## config.mk

```make
export PLATFORM = sky130hd
export DESIGN_NAME = ppm_port_pin_function_mux
export DESIGN_NICKNAME = d
export VERILOG_FILES = /design/src/common/ppm_pkg.sv /design/src/design/ppm_port_pin_function_mux.sv
export VERILOG_INCLUDE_DIRS = /design/src /design/src/common
export SDC_FILE = /design/constraint.sdc
export NUM_CORES = 1
export LEC_CHECK = 0
export BUFFER_PORTS_ARGS = -buffer_cell sky130_fd_sc_hd__buf_2
export CAP_MARGIN = 20
export CORE_MARGIN = 1
export CORE_UTILIZATION = 30
export DETAILED_ROUTE_END_ITERATION = 8
export PLACE_DENSITY_LB_ADDON = 0.15
export SLEW_MARGIN = 5
export SYNTH_ARGS = -nofsm -noshare
export SYNTH_HDL_FRONTEND = slang
export SYNTH_SLANG_ARGS = --single-unit
```

## constraint.sdc

```tcl
create_clock -name clk -period 1.9 [get_ports clk]
set_input_delay 0.19 -clock clk [delete_from_list [all_inputs] [get_ports clk]]
set_output_delay 0.19 -clock clk [all_outputs]
set_load 0.02 [all_outputs]
```

## src/common/ppm_consts.svh

```systemverilog
// Register offsets, reset values and field positions of the port pin function mux.
`ifndef PPM_CONSTS_SVH
`define PPM_CONSTS_SVH
`define PPM_ADDR_W        6
`define PPM_P1_IN         6'h00
`define PPM_P1_OUT        6'h01
`define PPM_P1_DIR        6'h02
`define PPM_P1_IFG        6'h03
`define PPM_P1_IES        6'h04
`define PPM_P1_IE         6'h05
`define PPM_P1_SEL        6'h06
`define PPM_P2_IN         6'h08
`define PPM_P2_OUT        6'h09
`define PPM_P2_DIR        6'h0A
`define PPM_P2_IFG        6'h0B
`define PPM_P2_IES        6'h0C
`define PPM_P2_IE         6'h0D
`define PPM_P2_SEL        6'h0E
`define PPM_P3_IN         6'h10
`define PPM_P3_OUT        6'h11
`define PPM_P3_DIR        6'h12
`define PPM_P3_SEL        6'h13
`define PPM_RST_BYTE      8'h00
`define PPM_P2_PAD_MASK   8'h3F
`define PPM_P2_ROSC_BIT   5
`define PPM_P3_STE_BIT    0
`endif

```

## src/common/ppm_pkg.sv

```systemverilog
// Types of the port pin function mux.
package ppm_pkg;
  typedef logic [7:0] ppm_byte_t;
  typedef struct packed {
    ppm_byte_t p1Out;
    ppm_byte_t p1Dir;
    ppm_byte_t p1Sel;
    ppm_byte_t p1Ie;
    ppm_byte_t p1Ifg;
    ppm_byte_t p1Ies;
    ppm_byte_t p1InPrev;
    ppm_byte_t p2Out;
    ppm_byte_t p2Dir;
    ppm_byte_t p2Sel;
    ppm_byte_t p2Ie;
    ppm_byte_t p2Ifg;
    ppm_byte_t p2Ies;
    ppm_byte_t p2InPrev;
    ppm_byte_t p3Out;
    ppm_byte_t p3Dir;
    ppm_byte_t p3Sel;
    ppm_byte_t padOut;
    ppm_byte_t padOe;
    ppm_byte_t pad2Out;
    ppm_byte_t pad2Oe;
    ppm_byte_t pad3Out;
    ppm_byte_t pad3Oe;
    ppm_byte_t rdData;
    logic      irq1;
    logic      irq2;
    logic      tmrExtClk;
    logic      tmrAltClk;
    logic [2:0] capA;
    logic [1:0] capB;
    logic      slaveTxEn;
  } ppm_state_t;
endpackage

```

## src/design/ppm_port_pin_function_mux.sv

```systemverilog
// Pin function multiplexer for three 8-bit ports with port one and two edge interrupts.
//
// The plain strobed port and the register addresses were chosen for this implementation.
`timescale 1ns/100ps
`include "ppm_consts.svh"
module ppm_port_pin_function_mux
  import ppm_pkg::*;
#(
  parameter int PORT_W = 8
)(
  input  wire logic                   clk,
  input  wire logic                   rstn,
  input  wire logic [`PPM_ADDR_W-1:0] regAddr,
  input  wire logic [7:0]             regWrData,
  input  wire logic                   regWr,
  input  wire logic                   regRd,
  output logic      [7:0]             regRdData,
  input  wire logic [7:0]             p1PadIn,
  output logic      [7:0]             p1PadOut,
  output logic      [7:0]             p1PadOe,
  input  wire logic [7:0]             p2PadIn,
  output logic      [7:0]             p2PadOut,
  output logic      [7:0]             p2PadOe,
  input  wire logic [7:0]             p3PadIn,
  output logic      [7:0]             p3PadOut,
  output logic      [7:0]             p3PadOe,
  input  wire logic                   converterClock,
  input  wire logic                   subsystemClock,
  input  wire logic                   auxClock,
  input  wire logic                   timerOutputUnit0,
  input  wire logic                   timerOutputUnit1,
  input  wire logic                   timerOutputUnit2,
  input  wire logic                   extResistorSelect,
  output logic                        timerExternalClock,
  output logic                        timerAlternateClock,
  output logic      [2:0]             captureInputA,
  output logic      [1:0]             captureInputB,
  output logic                        serialSlaveTransmitEnable,
  output logic                        p1Irq,
  output logic                        p2Irq
);

  // The pin maps below are fixed to eight pins a port; refuse any other width.
  if (PORT_W != 8)
  begin : g_width_check
    $error("PORT_W must be 8");
  end

  // Two-stage synchronisers for every asynchronous pin and the resistor select.
  logic [7:0] p1Meta_r;
  logic [7:0] p1Sync_r;
  logic [7:0] p2Meta_r;
  logic [7:0] p2Sync_r;
  logic [7:0] p3Meta_r;
  logic [7:0] p3Sync_r;
  logic       rselMeta_r;
  logic       rselSync_r;

  always_ff @(posedge clk or negedge rstn)
  begin
    if (!rstn)
    begin
      p1Meta_r   <= 8'h00;
      p1Sync_r   <= 8'h00;
      p2Meta_r   <= 8'h00;
      p2Sync_r   <= 8'h00;
      p3Meta_r   <= 8'h00;
      p3Sync_r   <= 8'h00;
      rselMeta_r <= 1'b0;
      rselSync_r <= 1'b0;
    end
    else
    begin
      p1Meta_r   <= p1PadIn;
      p1Sync_r   <= p1Meta_r;
      p2Meta_r   <= p2PadIn;
      p2Sync_r   <= p2Meta_r;
      p3Meta_r   <= p3PadIn;
      p3Sync_r   <= p3Meta_r;
      rselMeta_r <= extResistorSelect;
      rselSync_r <= rselMeta_r;
    end
  end

  // Edge detect on one pin: edge select 0 picks rising, 1 picks falling.
  function automatic logic pinEdge(
    input logic now,
    input logic prev,
    input logic ies
  );
    pinEdge = ies ? (prev & ~now) : (now & ~prev);
  endfunction

  // Choice between the register path and the peripheral path of one pin.
  function automatic logic pinMux(
    input logic sel,
    input logic alt,
    input logic own
  );
    pinMux = sel ? alt : own;
  endfunction

  // Peripheral inputs see the pin only while the pin is in peripheral mode.
  function automatic logic gateIn(
    input logic sel,
    input logic pin
  );
    gateIn = sel & pin;
  endfunction

  // A port requests an interrupt while any flag meets its enable bit.
  function automatic logic portIrq(
    input ppm_byte_t ifg,
    input ppm_byte_t ie
  );
    portIrq = |(ifg & ie);
  endfunction

  // Write decode; input registers and unmapped addresses leave the state untouched.
  function automatic ppm_state_t regWrite(
    input ppm_state_t             s,
    input logic [`PPM_ADDR_W-1:0] addr,
    input ppm_byte_t              data
  );
    regWrite = s;
    unique case (addr)
      `PPM_P1_OUT: regWrite.p1Out = data;
      `PPM_P1_DIR: regWrite.p1Dir = data;
      `PPM_P1_IFG: regWrite.p1Ifg = data;
      `PPM_P1_IES: regWrite.p1Ies = data;
      `PPM_P1_IE:  regWrite.p1Ie  = data;
      `PPM_P1_SEL: regWrite.p1Sel = data;
      `PPM_P2_OUT: regWrite.p2Out = data;
      `PPM_P2_DIR: regWrite.p2Dir = data;
      `PPM_P2_IFG: regWrite.p2Ifg = data;
      `PPM_P2_IES: regWrite.p2Ies = data;
      `PPM_P2_IE:  regWrite.p2Ie  = data;
      `PPM_P2_SEL: regWrite.p2Sel = data;
      `PPM_P3_OUT: regWrite.p3Out = data;
      `PPM_P3_DIR: regWrite.p3Dir = data;
      `PPM_P3_SEL: regWrite.p3Sel = data;
      default:     regWrite = s;
    endcase
  endfunction

  // Read-back decode; input registers show the synchronised pad levels.
  function automatic ppm_byte_t regRead(
    input ppm_state_t             s,
    input logic [`PPM_ADDR_W-1:0] addr,
    input ppm_byte_t              in1,
    input ppm_byte_t              in2,
    input ppm_byte_t              in3
  );
    unique case (addr)
      `PPM_P1_IN:  regRead = in1;
      `PPM_P1_OUT: regRead = s.p1Out;
      `PPM_P1_DIR: regRead = s.p1Dir;
      `PPM_P1_IFG: regRead = s.p1Ifg;
      `PPM_P1_IES: regRead = s.p1Ies;
      `PPM_P1_IE:  regRead = s.p1Ie;
      `PPM_P1_SEL: regRead = s.p1Sel;
      `PPM_P2_IN:  regRead = in2;
      `PPM_P2_OUT: regRead = s.p2Out;
      `PPM_P2_DIR: regRead = s.p2Dir;
      `PPM_P2_IFG: regRead = s.p2Ifg;
      `PPM_P2_IES: regRead = s.p2Ies;
      `PPM_P2_IE:  regRead = s.p2Ie;
      `PPM_P2_SEL: regRead = s.p2Sel;
      `PPM_P3_IN:  regRead = in3;
      `PPM_P3_OUT: regRead = s.p3Out;
      `PPM_P3_DIR: regRead = s.p3Dir;
      `PPM_P3_SEL: regRead = s.p3Sel;
      default:     regRead = 8'h00;
    endcase
  endfunction

  // All control, pad-drive and peripheral state of the block lives in one registered struct; the input synchronisers stand apart.
  ppm_state_t st_r;
  ppm_state_t st_nxt;
  ppm_byte_t  p1Alt;
  ppm_byte_t  p2Alt;
  ppm_byte_t  p3Alt;
  ppm_byte_t  p2Bonded;
  ppm_byte_t  p2In;
  ppm_byte_t  p3ModDir;
  ppm_byte_t  p1Edge;
  ppm_byte_t  p2Edge;
  ppm_byte_t  p1OutMux;
  ppm_byte_t  p1OeMux;
  ppm_byte_t  p2OutMux;
  ppm_byte_t  p2OeMux;
  ppm_byte_t  p3OutMux;
  ppm_byte_t  p3OeMux;

  // Port two bits that have a pad; the others exist only as register bits.
  localparam ppm_byte_t P2_PADS = `PPM_P2_PAD_MASK;

  // Peripheral outputs offered to port one in peripheral mode.
  assign p1Alt[0] = converterClock;
  assign p1Alt[1] = timerOutputUnit0;
  assign p1Alt[2] = timerOutputUnit1;
  assign p1Alt[3] = timerOutputUnit2;
  assign p1Alt[4] = subsystemClock;
  assign p1Alt[5] = timerOutputUnit0;
  assign p1Alt[6] = timerOutputUnit1;
  assign p1Alt[7] = timerOutputUnit2;

  // Peripheral outputs offered to port two; the unbonded bits carry a fixed low.
  assign p2Alt[0] = auxClock;
  assign p2Alt[1] = 1'b0;
  assign p2Alt[2] = timerOutputUnit0;
  assign p2Alt[3] = timerOutputUnit1;
  assign p2Alt[4] = timerOutputUnit2;
  assign p2Alt[5] = 1'b0;
  assign p2Alt[6] = 1'b0;
  assign p2Alt[7] = 1'b0;

  // Port three pin 0 offers a fixed low in peripheral mode.
  assign p3Alt[0]   = 1'b0;
  // The serial-unit pins above pin 0 are served elsewhere and carry low here.
  assign p3Alt[7:1] = 7'h00;

  // The serial unit never drives port-three pin 0, so its module direction is tied low.
  assign p3ModDir = st_r.p3Dir & ~(8'h01 << `PPM_P3_STE_BIT);

  // Unbonded bits read back as zero; a disconnected pin 5 reads as zero too.
  assign p2Bonded = p2Sync_r & P2_PADS;
  assign p2In     = rselSync_r ? (p2Bonded & ~(8'h01 << `PPM_P2_ROSC_BIT)) : p2Bonded;

  // Port one: edge detection and the register-or-peripheral choice for each pad.
  for (genvar i = 0; i < PORT_W; i++)
  begin : g_p1_pin
    assign p1Edge[i]   = pinEdge(p1Sync_r[i], st_r.p1InPrev[i], st_r.p1Ies[i]);
    assign p1OutMux[i] = pinMux(st_r.p1Sel[i], p1Alt[i], st_r.p1Out[i]);
    assign p1OeMux[i]  = pinMux(st_r.p1Sel[i], st_r.p1Dir[i], st_r.p1Dir[i]);
  end

  // Port two: edges on the unbonded bits are masked so only software sets their flags.
  for (genvar i = 0; i < PORT_W; i++)
  begin : g_p2_pin
    assign p2Edge[i]   = pinEdge(p2In[i], st_r.p2InPrev[i], st_r.p2Ies[i]) & P2_PADS[i];
    assign p2OutMux[i] = pinMux(st_r.p2Sel[i], p2Alt[i], st_r.p2Out[i]) & P2_PADS[i];
    assign p2OeMux[i]  = pinMux(st_r.p2Sel[i], st_r.p2Dir[i], st_r.p2Dir[i]) & P2_PADS[i];
  end

  // Port three has no interrupt logic, only the pad choice.
  for (genvar i = 0; i < PORT_W; i++)
  begin : g_p3_pin
    assign p3OutMux[i] = pinMux(st_r.p3Sel[i], p3Alt[i], st_r.p3Out[i]);
    assign p3OeMux[i]  = pinMux(st_r.p3Sel[i], p3ModDir[i], st_r.p3Dir[i]);
  end

  always_comb
  begin
    st_nxt = st_r;
    st_nxt.p1InPrev = p1Sync_r;
    st_nxt.p2InPrev = p2In;
    if (regWr)
      st_nxt = regWrite(st_nxt, regAddr, regWrData);
    // Hardware set wins over a software clear in the same cycle.
    st_nxt.p1Ifg = st_nxt.p1Ifg | p1Edge;
    st_nxt.p2Ifg = st_nxt.p2Ifg | p2Edge;
    // Read data stand for one cycle after the strobe and are zero otherwise.
    st_nxt.rdData = regRd ? regRead(st_r, regAddr, p1Sync_r, p2In, p3Sync_r) : 8'h00;
    // Pad drive from the current control state, one edge behind a control write.
    st_nxt.padOut  = p1OutMux;
    st_nxt.padOe   = p1OeMux;
    st_nxt.pad2Out = p2OutMux;
    st_nxt.pad2Oe  = p2OeMux;
    // While the resistor select is set, pin 5 is cut off from its pad.
    if (rselSync_r)
    begin
      st_nxt.pad2Out[`PPM_P2_ROSC_BIT] = 1'b0;
      st_nxt.pad2Oe[`PPM_P2_ROSC_BIT]  = 1'b0;
    end
    st_nxt.pad3Out = p3OutMux;
    st_nxt.pad3Oe  = p3OeMux;
    // Peripheral inputs are fed only when the pin is in peripheral mode.
    st_nxt.tmrExtClk = gateIn(st_r.p1Sel[0], p1Sync_r[0]);
    st_nxt.capA[0]   = gateIn(st_r.p1Sel[1], p1Sync_r[1]);
    st_nxt.capA[1]   = gateIn(st_r.p1Sel[2], p1Sync_r[2]);
    st_nxt.capA[2]   = gateIn(st_r.p1Sel[3], p1Sync_r[3]);
    st_nxt.tmrAltClk = gateIn(st_r.p2Sel[1], p2In[1]);
    st_nxt.capB[0]   = gateIn(st_r.p2Sel[2], p2In[2]);
    st_nxt.capB[1]   = gateIn(st_r.p2Sel[3], p2In[3]);
    st_nxt.slaveTxEn = gateIn(st_r.p3Sel[0], p3Sync_r[0]);
    // Requests follow the flags as they stand after this edge, so a request rises with its flag.
    st_nxt.irq1 = portIrq(st_nxt.p1Ifg, st_nxt.p1Ie);
    st_nxt.irq2 = portIrq(st_nxt.p2Ifg, st_nxt.p2Ie);
  end

  always_ff @(posedge clk or negedge rstn)
  begin
    if (!rstn)
      st_r <= '0;
    else
      st_r <= st_nxt;
  end

  // Every output is taken straight from the registered state.
  assign regRdData                 = st_r.rdData;
  assign p1PadOut                  = st_r.padOut;
  assign p1PadOe                   = st_r.padOe;
  assign p2PadOut                  = st_r.pad2Out;
  assign p2PadOe                   = st_r.pad2Oe;
  assign p3PadOut                  = st_r.pad3Out;
  assign p3PadOe                   = st_r.pad3Oe;
  assign timerExternalClock        = st_r.tmrExtClk;
  assign timerAlternateClock       = st_r.tmrAltClk;
  assign captureInputA             = st_r.capA;
  assign captureInputB             = st_r.capB;
  assign serialSlaveTransmitEnable = st_r.slaveTxEn;
  assign p1Irq                     = st_r.irq1;
  assign p2Irq                     = st_r.irq2;

endmodule

```

==> qor.csv, run 1 <==
metric,value,unit
routed vias,6791,
Slew Limit Fails,0,
clk_skew,0.00755,ns
Yosys top cell by area,dfrtp_1,
VDD IR max,0.621,mV
sw frac,0.254,
vias in the first global route,7062,
Root Driver,clkbuf_16,
DRC errors left,0,
max cap viols,0,
Tot Pwr,13.6,mW
CP max FO,3,
Worst Path Buf+Inv,1,
DR WL met2,13500,um
Vias/cell,4.70,
Post-Syn Area,10200,sq um
Clock Tree Buf Depth,3,
CTS buffer count,29,
Util after Layout,0.388,
Seq cells post-synth,242,
Overflow after GRT,0,
ant diodes,0,
register share of total power,0.444,
Comb pwr share,0.125,
Site Rows,67,
die area,34600,sq um
WL per Instance,20.8,um
crit-path leading delay family,compound AO/OA/AOI/OAI gates,
Worst Setup End Kind,flip-flop,
setup violators final,0,
Setup crit start,st_r[101],
Worst-Skew Late Latency,0.54,ns
IO Port Bufs,108,
Psw,3.46,mW
post-route cell area,13000,sq um
"wirelength, routed",30000,um
Worst path max stage delay,0.42,ns
mean post-synth cell area,12.9,sq um
CP required,2.31,ns
final hold slack,0.0327,ns
Internal Power,10.2,mW
first-pass iteration count of the detailed router,5,
First DRT Iteration DRCs,479,
"Hold Vio Cnt, Final",0,
Worst Hold Launch,regWrData[5],
HP Class,input pin to flip-flop,
LEAKAGE,6.06,nW
"EDFF count, synth",0,
post-synthesis sequential area ratio,0.595,
max reg flops,113,
critical path type,flip-flop to flip-flop,
"CTS clk-pin slew, worst paths",0.06,ns
RSZ-0062 raised after global routing,false,
Max Fclk,538,MHz
Starting Density,0.304,
Synth Instances,790,
dpl cell area,11600,sq um
clock power share,0.431,
Core ar.,33400,sq um
Worst Path Arrival,2.27,ns
Inst Count DP,1361,
HPWL Detailed,22000,um
Area contributors post-synth,"dfrtp_1 60%, mux2_2 13%, buf_4 4.5%",
CTS tree,built,
P&R area growth vs syn,27.7,%
Final #Nets,1024,
Max Used Layer,met4,
outcome,completed,
met3 WL,1670,um
clk sinks,242,
most numerous cell in the Yosys netlist,dfrtp_1,
Synthesis Warnings,0,
Die W,186,um
initial antenna violation count,0,
global-route wire length before repair,45400,um
Die Height,186,um
Post-synth top cells,"242 x dfrtp_1, 116 x mux2_2, 61 x buf_4",
H-tree levels,1,
total global-route track usage,0.179,
Startpoint Class,flip-flop,
io pins,115,
Filler cells,3261,
Yosys cell types,58,
met1 wire length,14200,um
"Max stage delay cell, worst path",or4_1,
cell area power density,1050,nW/um^2
layout cells sized above 1,0.417,
"Top FF cell, synth",dfrtp_1,
GP Congestion,0.860,
ANT nets after route,0,
Non-Filler Instances,1444,
Synth top area share,0.595,
worst r2r src,st_r[101],
largest net degree at the start of global routing,56,
worst-path cell chain,and3b_1 > a21oi_2 > buf_4 > a32oi_2 > a2111o_1 > or4_1,
fin crit share,0.979,
Final min period,1.86,ns
Top reg by flops,st_r,
"FFs w/ async S/R, synth",1.00,
==> power groups by stage <==
stage | Clock [mW] | Sequential (mW) | Combinational, mW
3_3_place_gp | 0 | 6.14 | 1.65
2_1_floorplan | 0 | 6.02 | 1.14
6_report | 5.88 | 6.04 | 1.70
5_1_grt | 6.24 | 6.12 | 1.86
4_1_cts | 6.04 | 6.05 | 1.71
3_5_place_dp | 0 | 6.14 | 1.66
==> worst paths after layout <==
check,to,slack (ns),cells past startpoint
setup / recovery,p2Irq,0.04,6
hold / removal,p2OeMux[5],0.03,2
setup reg to reg,p2Irq,0.04,6
hold reg to reg,rselSync_r,0.34,0
max in group asynchronous,captureInputA[2],1.06,3
min in group asynchronous,rselSync_r,0.17,2
==> kinds of logic (layout without fill, tap and decap cells) <==
group,count (synthesis),count (layout),share of synthesized area
muxes,141,141,0.163
buffers and inverters,104,307,0.0629
AOI/OAI and AO/OA,127,127,0.0813
other,1,4,0.000369
DFF,242,242,0.595
and+or+nand+nor,175,175,0.0971
==> metal layers <==
layer  track usage  vias up
met5             0        -
met4        0.0410        0
met3        0.0295       39
met2         0.278      195
met1         0.260     3407
li1              -     3150
==> worst register-to-register path, cell delays in order, from the launching register on <==
cell and delay [ns]:
dfrtp_1 0.39, and3b_1 0.18, a21oi_2 0.11, buf_4 0.14
a32oi_2 0.09, a2111o_1 0.40, or4_1 0.42
==> layout make-up <==
class | instances | area (sq um) | share of cell area
clock buffer | 41 | 861 | 0.0663
clock inverter | 11 | 168 | 0.0129
inverter | 4 | 15.0 | 0.00116
multi-input combinational | 447 | 3530 | 0.272
sequential | 242 | 6060 | 0.466
tap | 448 | 561 | 0.0432
timing repair buffer | 251 | 1800 | 0.138
==> stage by stage <==
step	setup TNS (ns)	setup WS (ns)
floorplan	-0.522	-0.182
global placement	-13.67	-0.367
detailed placement	-14.71	-0.378
CTS	0	0.0106
global route	0	0.00526
finish	0	0.0398
==> what timing repair did <==
item / in CTS / in global routing
hold buffers: 29 / 0
endpoints found under the setup margin: 0 / 2
setup buffers: 0 / 2
gates resized for setup: 0 / 6
hold endpoints to repair: 156 / 0
==> cell usage in the layout (no fill, tap or decap), drive strengths merged, types with 14 or more instances in the layout <==
master / Yosys / routed
clkbuf: 24 / 41
nand2: 53 / 53
o21ai: 41 / 41
nor2b: 15 / 15
a22oi: 14 / 14
buf: 76 / 222
mux2i: 17 / 17
a21oi: 19 / 19
nand3: 23 / 23
dfrtp: 242 / 242
mux2: 116 / 116
nor2: 27 / 27
dlygate4sd3: 0 / 29
No activity file was read; power rests on OpenSTA's default activity.
==> run 2: changes to the inputs <==
Settings changed: REMOVE_ABC_BUFFERS set to 1.
==> qor.csv, run 2 (synthesis results as in run 1) <==
metric,value,unit
outcome,completed,
first-pass iteration count of the detailed router,4,
Util after Layout,0.392,
Final min period,1.85,ns
Vias/cell,4.69,
Die W,186,um
worst r2r src,st_r[99],
Worst Setup End Kind,flip-flop,
IO Port Bufs,108,
Worst Hold Launch,regWrData[4],
GP Congestion,0.891,
ant diodes,0,
Core ar.,33400,sq um
LEAKAGE,6.15,nW
DRC errors left,0,
max cap viols,0,
Die Height,186,um
Final #Nets,1044,
routed vias,6870,
clk sinks,242,
total global-route track usage,0.186,
Clock Tree Buf Depth,3,
Top reg by flops,st_r,
global-route wire length before repair,46700,um
critical path type,flip-flop to flip-flop,
final hold slack,0.0262,ns
Root Driver,clkbuf_16,
vias in the first global route,7194,
ANT nets after route,0,
total negative slack,0,ns
"CTS clk-pin slew, worst paths",0.06,ns
H-tree levels,1,
Tot Pwr,13.6,mW
WL per Instance,21.3,um
max reg flops,113,
post-route worst setup slack,0.0465,ns
RSZ-0062 raised after global routing,false,
VDD IR max,0.641,mV
die area,34600,sq um
layout cells sized above 1,0.423,
CTS tree,built,
largest net degree at the start of global routing,74,
"Hold Vio Cnt, Final",0,
CTS buffer count,28,
Setup crit start,st_r[99],
CP max FO,3,
First DRT Iteration DRCs,367,
"wirelength, routed",31200,um
Overflow after GRT,0,
P&R area growth vs syn,29.0,%
Startpoint Class,flip-flop,
setup violators final,0,
Max Fclk,540,MHz
most frequent cells in the layout,"241 x dfrtp_1, 125 x buf_4, 116 x mux2_2, 107 x buf_2, 53 x nand2_1",
HPWL Detailed,22400,um
Worst-Skew Late Latency,0.54,ns
Starting Density,0.304,
GRT Max-Usage Layer,met2,
HP Class,input pin to flip-flop,
met1 Resource Use GR,0.251,
Worst Path Arrival,2.27,ns
routing usage on met3,0.0376,
Slew Limit Fails,0,
cell area power density,1040,nW/um^2
"most common cell after layout, fill and taps aside",dfrtp_1,
io pins,115,
fin crit share,0.976,
CP required,2.31,ns
GR met2 Demand/Resource,0.299,
clk_skew,0.00775,ns
Site Rows,67,
worst slack at placement,-0.519,ns
initial antenna violation count,0,
-- run 2: stage by stage --
stage                     cells  instance area, sq um
final                      1464                 13100
after global routing       1464                 13100
after CTS                  1464                 13100
after detailed placement   1380                 11800
after global placement     1380                 11800
after floorplan             693                  9560
-- run 2: report_power, final --
group / switching [mW] / internal, mW / leakage [nW]
logic: 0.912 / 0.818 / 2.60
registers: 0.351 / 5.69 / 3.06
clock network: 2.19 / 3.66 / 0.494
total: 3.45 / 10.2 / 6.15
-- run 2: worst max-delay path: stages, from the launching register on --
cell and delay (ns):
dfrtp_1 0.40, and3b_1 0.18, a21oi_2 0.18, a32oi_1 0.13
a2111o_1 0.43, or4_1 0.40
-- run 2: layout make-up --
class	count	area, sq um
fill	3251	20300
sequential	242	6060
inverter	4	15.0
tap	448	561
clock inverter	13	203
multi-input combinational	447	3500
timing repair buffer	272	1970
clock buffer	38	810
-- run 2: worst paths after layout --
path,slack [ns],to,depth (start not counted)
max,0.05,p2Irq,5
min in group asynchronous,0.12,p2PadOe[5],2
max in group asynchronous,1.05,p1Sync_r[7],3
max reg2reg,0.05,p2Irq,5
min reg2reg,0.34,p2Sync_r[2],0
min,0.03,p2OeMux[4],2
-- run 2: layer usage --
metal,wire (um),up-vias
li1,-,3189
met1,14300,3466
met2,14600,162
met3,1550,53
met4,852,0
met5,0,-
-- run 2: what timing repair did --
| item | 4_1_cts | 5_1_grt |
|---|---|---|
| gates resized for setup | 3 | 4 |
| buffers inserted | 4 | 0 |
| hold buffers | 30 | 0 |
| endpoints found under the setup margin | 1 | 2 |
| hold endpoints to repair | 272 | 0 |
| pin swaps | 4 | 0 |
==> run 3: changes to the inputs <==
Settings changed: CORE_UTILIZATION 30 to 45, GPL_TIMING_DRIVEN set to 0, PLACE_DENSITY_LB_ADDON 0.15 to 0.3.
==> qor.csv, run 3 (synthesis results as in run 1) <==
metric,value,unit
DRC errors left,7,
Vias/cell,5.76,
layout cells sized above 1,0.373,
worst-path cell chain,clkbuf_4 > or4b_4 > o21ai_2 > a32oi_1 > a2111o_1 > or4_4,
"wirelength, routed",25000,um
Startpoint Class,input pin,
Final #Nets,927,
Slew Limit Fails,0,
Final min period,1.89,ns
Clock Tree Buf Depth,3,
"Hold Vio Cnt, Final",0,
CP required,2.28,ns
die area,23200,sq um
fin crit share,0.995,
Core ar.,22000,sq um
VDD IR max,0.628,mV
H-tree levels,1,
Die W,152,um
HP Class,input pin to flip-flop,
ANT nets after route,0,
Register Area,6060,sq um
WL per Instance,21.3,um
outcome,"finished, violations left",
"most common cell after layout, fill and taps aside",dfrtp_1,
cell area power density,1070,nW/um^2
Worst Path Arrival,2.27,ns
clk sinks,242,
max_slew headroom,0.326,
ant diodes,0,
Overflow after GRT,0,
LEAKAGE,5.59,nW
first-pass iteration count of the detailed router,9,
max cap viols,0,
Worst Path Buf+Inv,1,
setup violators final,0,
vias in the first global route,6625,
routed vias,6764,
io pins,115,
Multi-input gate area,3610,sq um
Worst-Skew Late Latency,0.52,ns
critical path type,input pin to flip-flop,
Top reg by flops,st_r,
clk_skew,0.0137,ns
total global-route track usage,0.220,
Starting Density,0.463,
CTS buffer count,25,
initial antenna violation count,0,
Worst Setup End Kind,flip-flop,
most frequent cells in the layout,"241 x dfrtp_1, 116 x mux2_2, 101 x buf_2, 52 x nand2_1, 35 x o21ai_0",
Site Rows,54,
crit-path leading delay family,simple AND/OR/NAND/NOR gates,
global-route wire length before repair,39400,um
CP max FO,14,
HPWL Detailed,15800,um
Worst path max stage delay,0.68,ns
largest net degree at the start of global routing,117,
actual transition at the worst max-transition pin,1.01,ns
final hold slack,0.00572,ns
GP Congestion,0.892,
IO Port Bufs,108,
Die Height,152,um
max reg flops,113,
CTS tree,built,
Max Fclk,529,MHz
Root Driver,clkbuf_16,
"Max stage delay cell, worst path",or4b_4,
Filler cells,1832,
First DRT Iteration DRCs,551,
"CTS clk-pin slew, worst paths",0.06,ns
violated checks,design-rule violations,
RSZ-0062 raised after global routing,false,
P&R area growth vs syn,18.1,%
Tot Pwr,12.9,mW
-- run 3: changes by cell type in the layout (fill, tap and decap cells not counted), moves of 4 or more --
cell       change
nor2_2         +5
buf_12         -8
clkbuf_16      -4
buf_4        -105
nor2_1         -7
buf_2          -6
-- run 3: worst paths after layout --
path / startpoint / to / slack [ns] / depth (start not counted)
max: regAddr[4] / p2Irq / 0.009 / 6
min: timerOutputUnit0 / p2PadOut[2] / 0.006 / 2
max reg2reg: st_r[98] / p2Irq / 0.02 / 5
min reg2reg: p2Meta_r[0] / p2Sync_r[0] / 0.34 / 0
max in group asynchronous: rstn / p3ModDir[1] / 0.76 / 3
min in group asynchronous: rstn / p1Meta_r[0] / 0.17 / 2
-- run 3: through the flow --
step                setup TNS [ns]  setup slack (ns)  cells  cell area, sq um   util
global placement          -1049.57             -3.65   1081             10400  0.476
global route                     0           0.00137   1175             12000  0.547
finish                           0           0.00870   1175             12000  0.547
floorplan                   -0.667            -0.395    693              9560      -
CTS                              0           0.00848   1169             11900  0.543
detailed placement         -109.75             -1.61   1086             10600  0.481
-- run 3: final cells by class --
class,instances,share of cell area
clock inverter,10,0.0128
inverter,4,0.00125
clock buffer,34,0.0615
tap,280,0.0292
multi-input combinational,447,0.300
sequential,242,0.504
timing repair buffer,158,0.0909
-- run 3: layer usage --
layer,vias up,global-route usage,share of wire
met4,0,0.0724,0.022
met2,291,0.346,0.47
met5,-,0,0
met3,46,0.0427,0.071
met1,3474,0.306,0.44
li1,2953,-,-
-- run 3: timing repair --
item	4_1_cts	5_1_grt
pin swaps	6	3
buffers inserted	12	6
endpoints found under the setup margin	83	9
gates resized for setup	32	10
hold endpoints to repair	78	0
hold buffers	27	0
-- run 3: report_power, final --
part | switching, mW | internal [mW] | total (mW)
Combinational | 0.870 | 0.725 | 1.59
Sequential | 0.317 | 5.69 | 6.00
Clock | 2.00 | 3.26 | 5.26
-- run 3: worst reg2reg max path: stages, from the launching register on --
cell and delay [ns]:
dfrtp_1 0.40, and3b_1 0.20, a21oi_2 0.16, a32oi_1 0.12, a2111o_1 0.42, or4_4 0.44
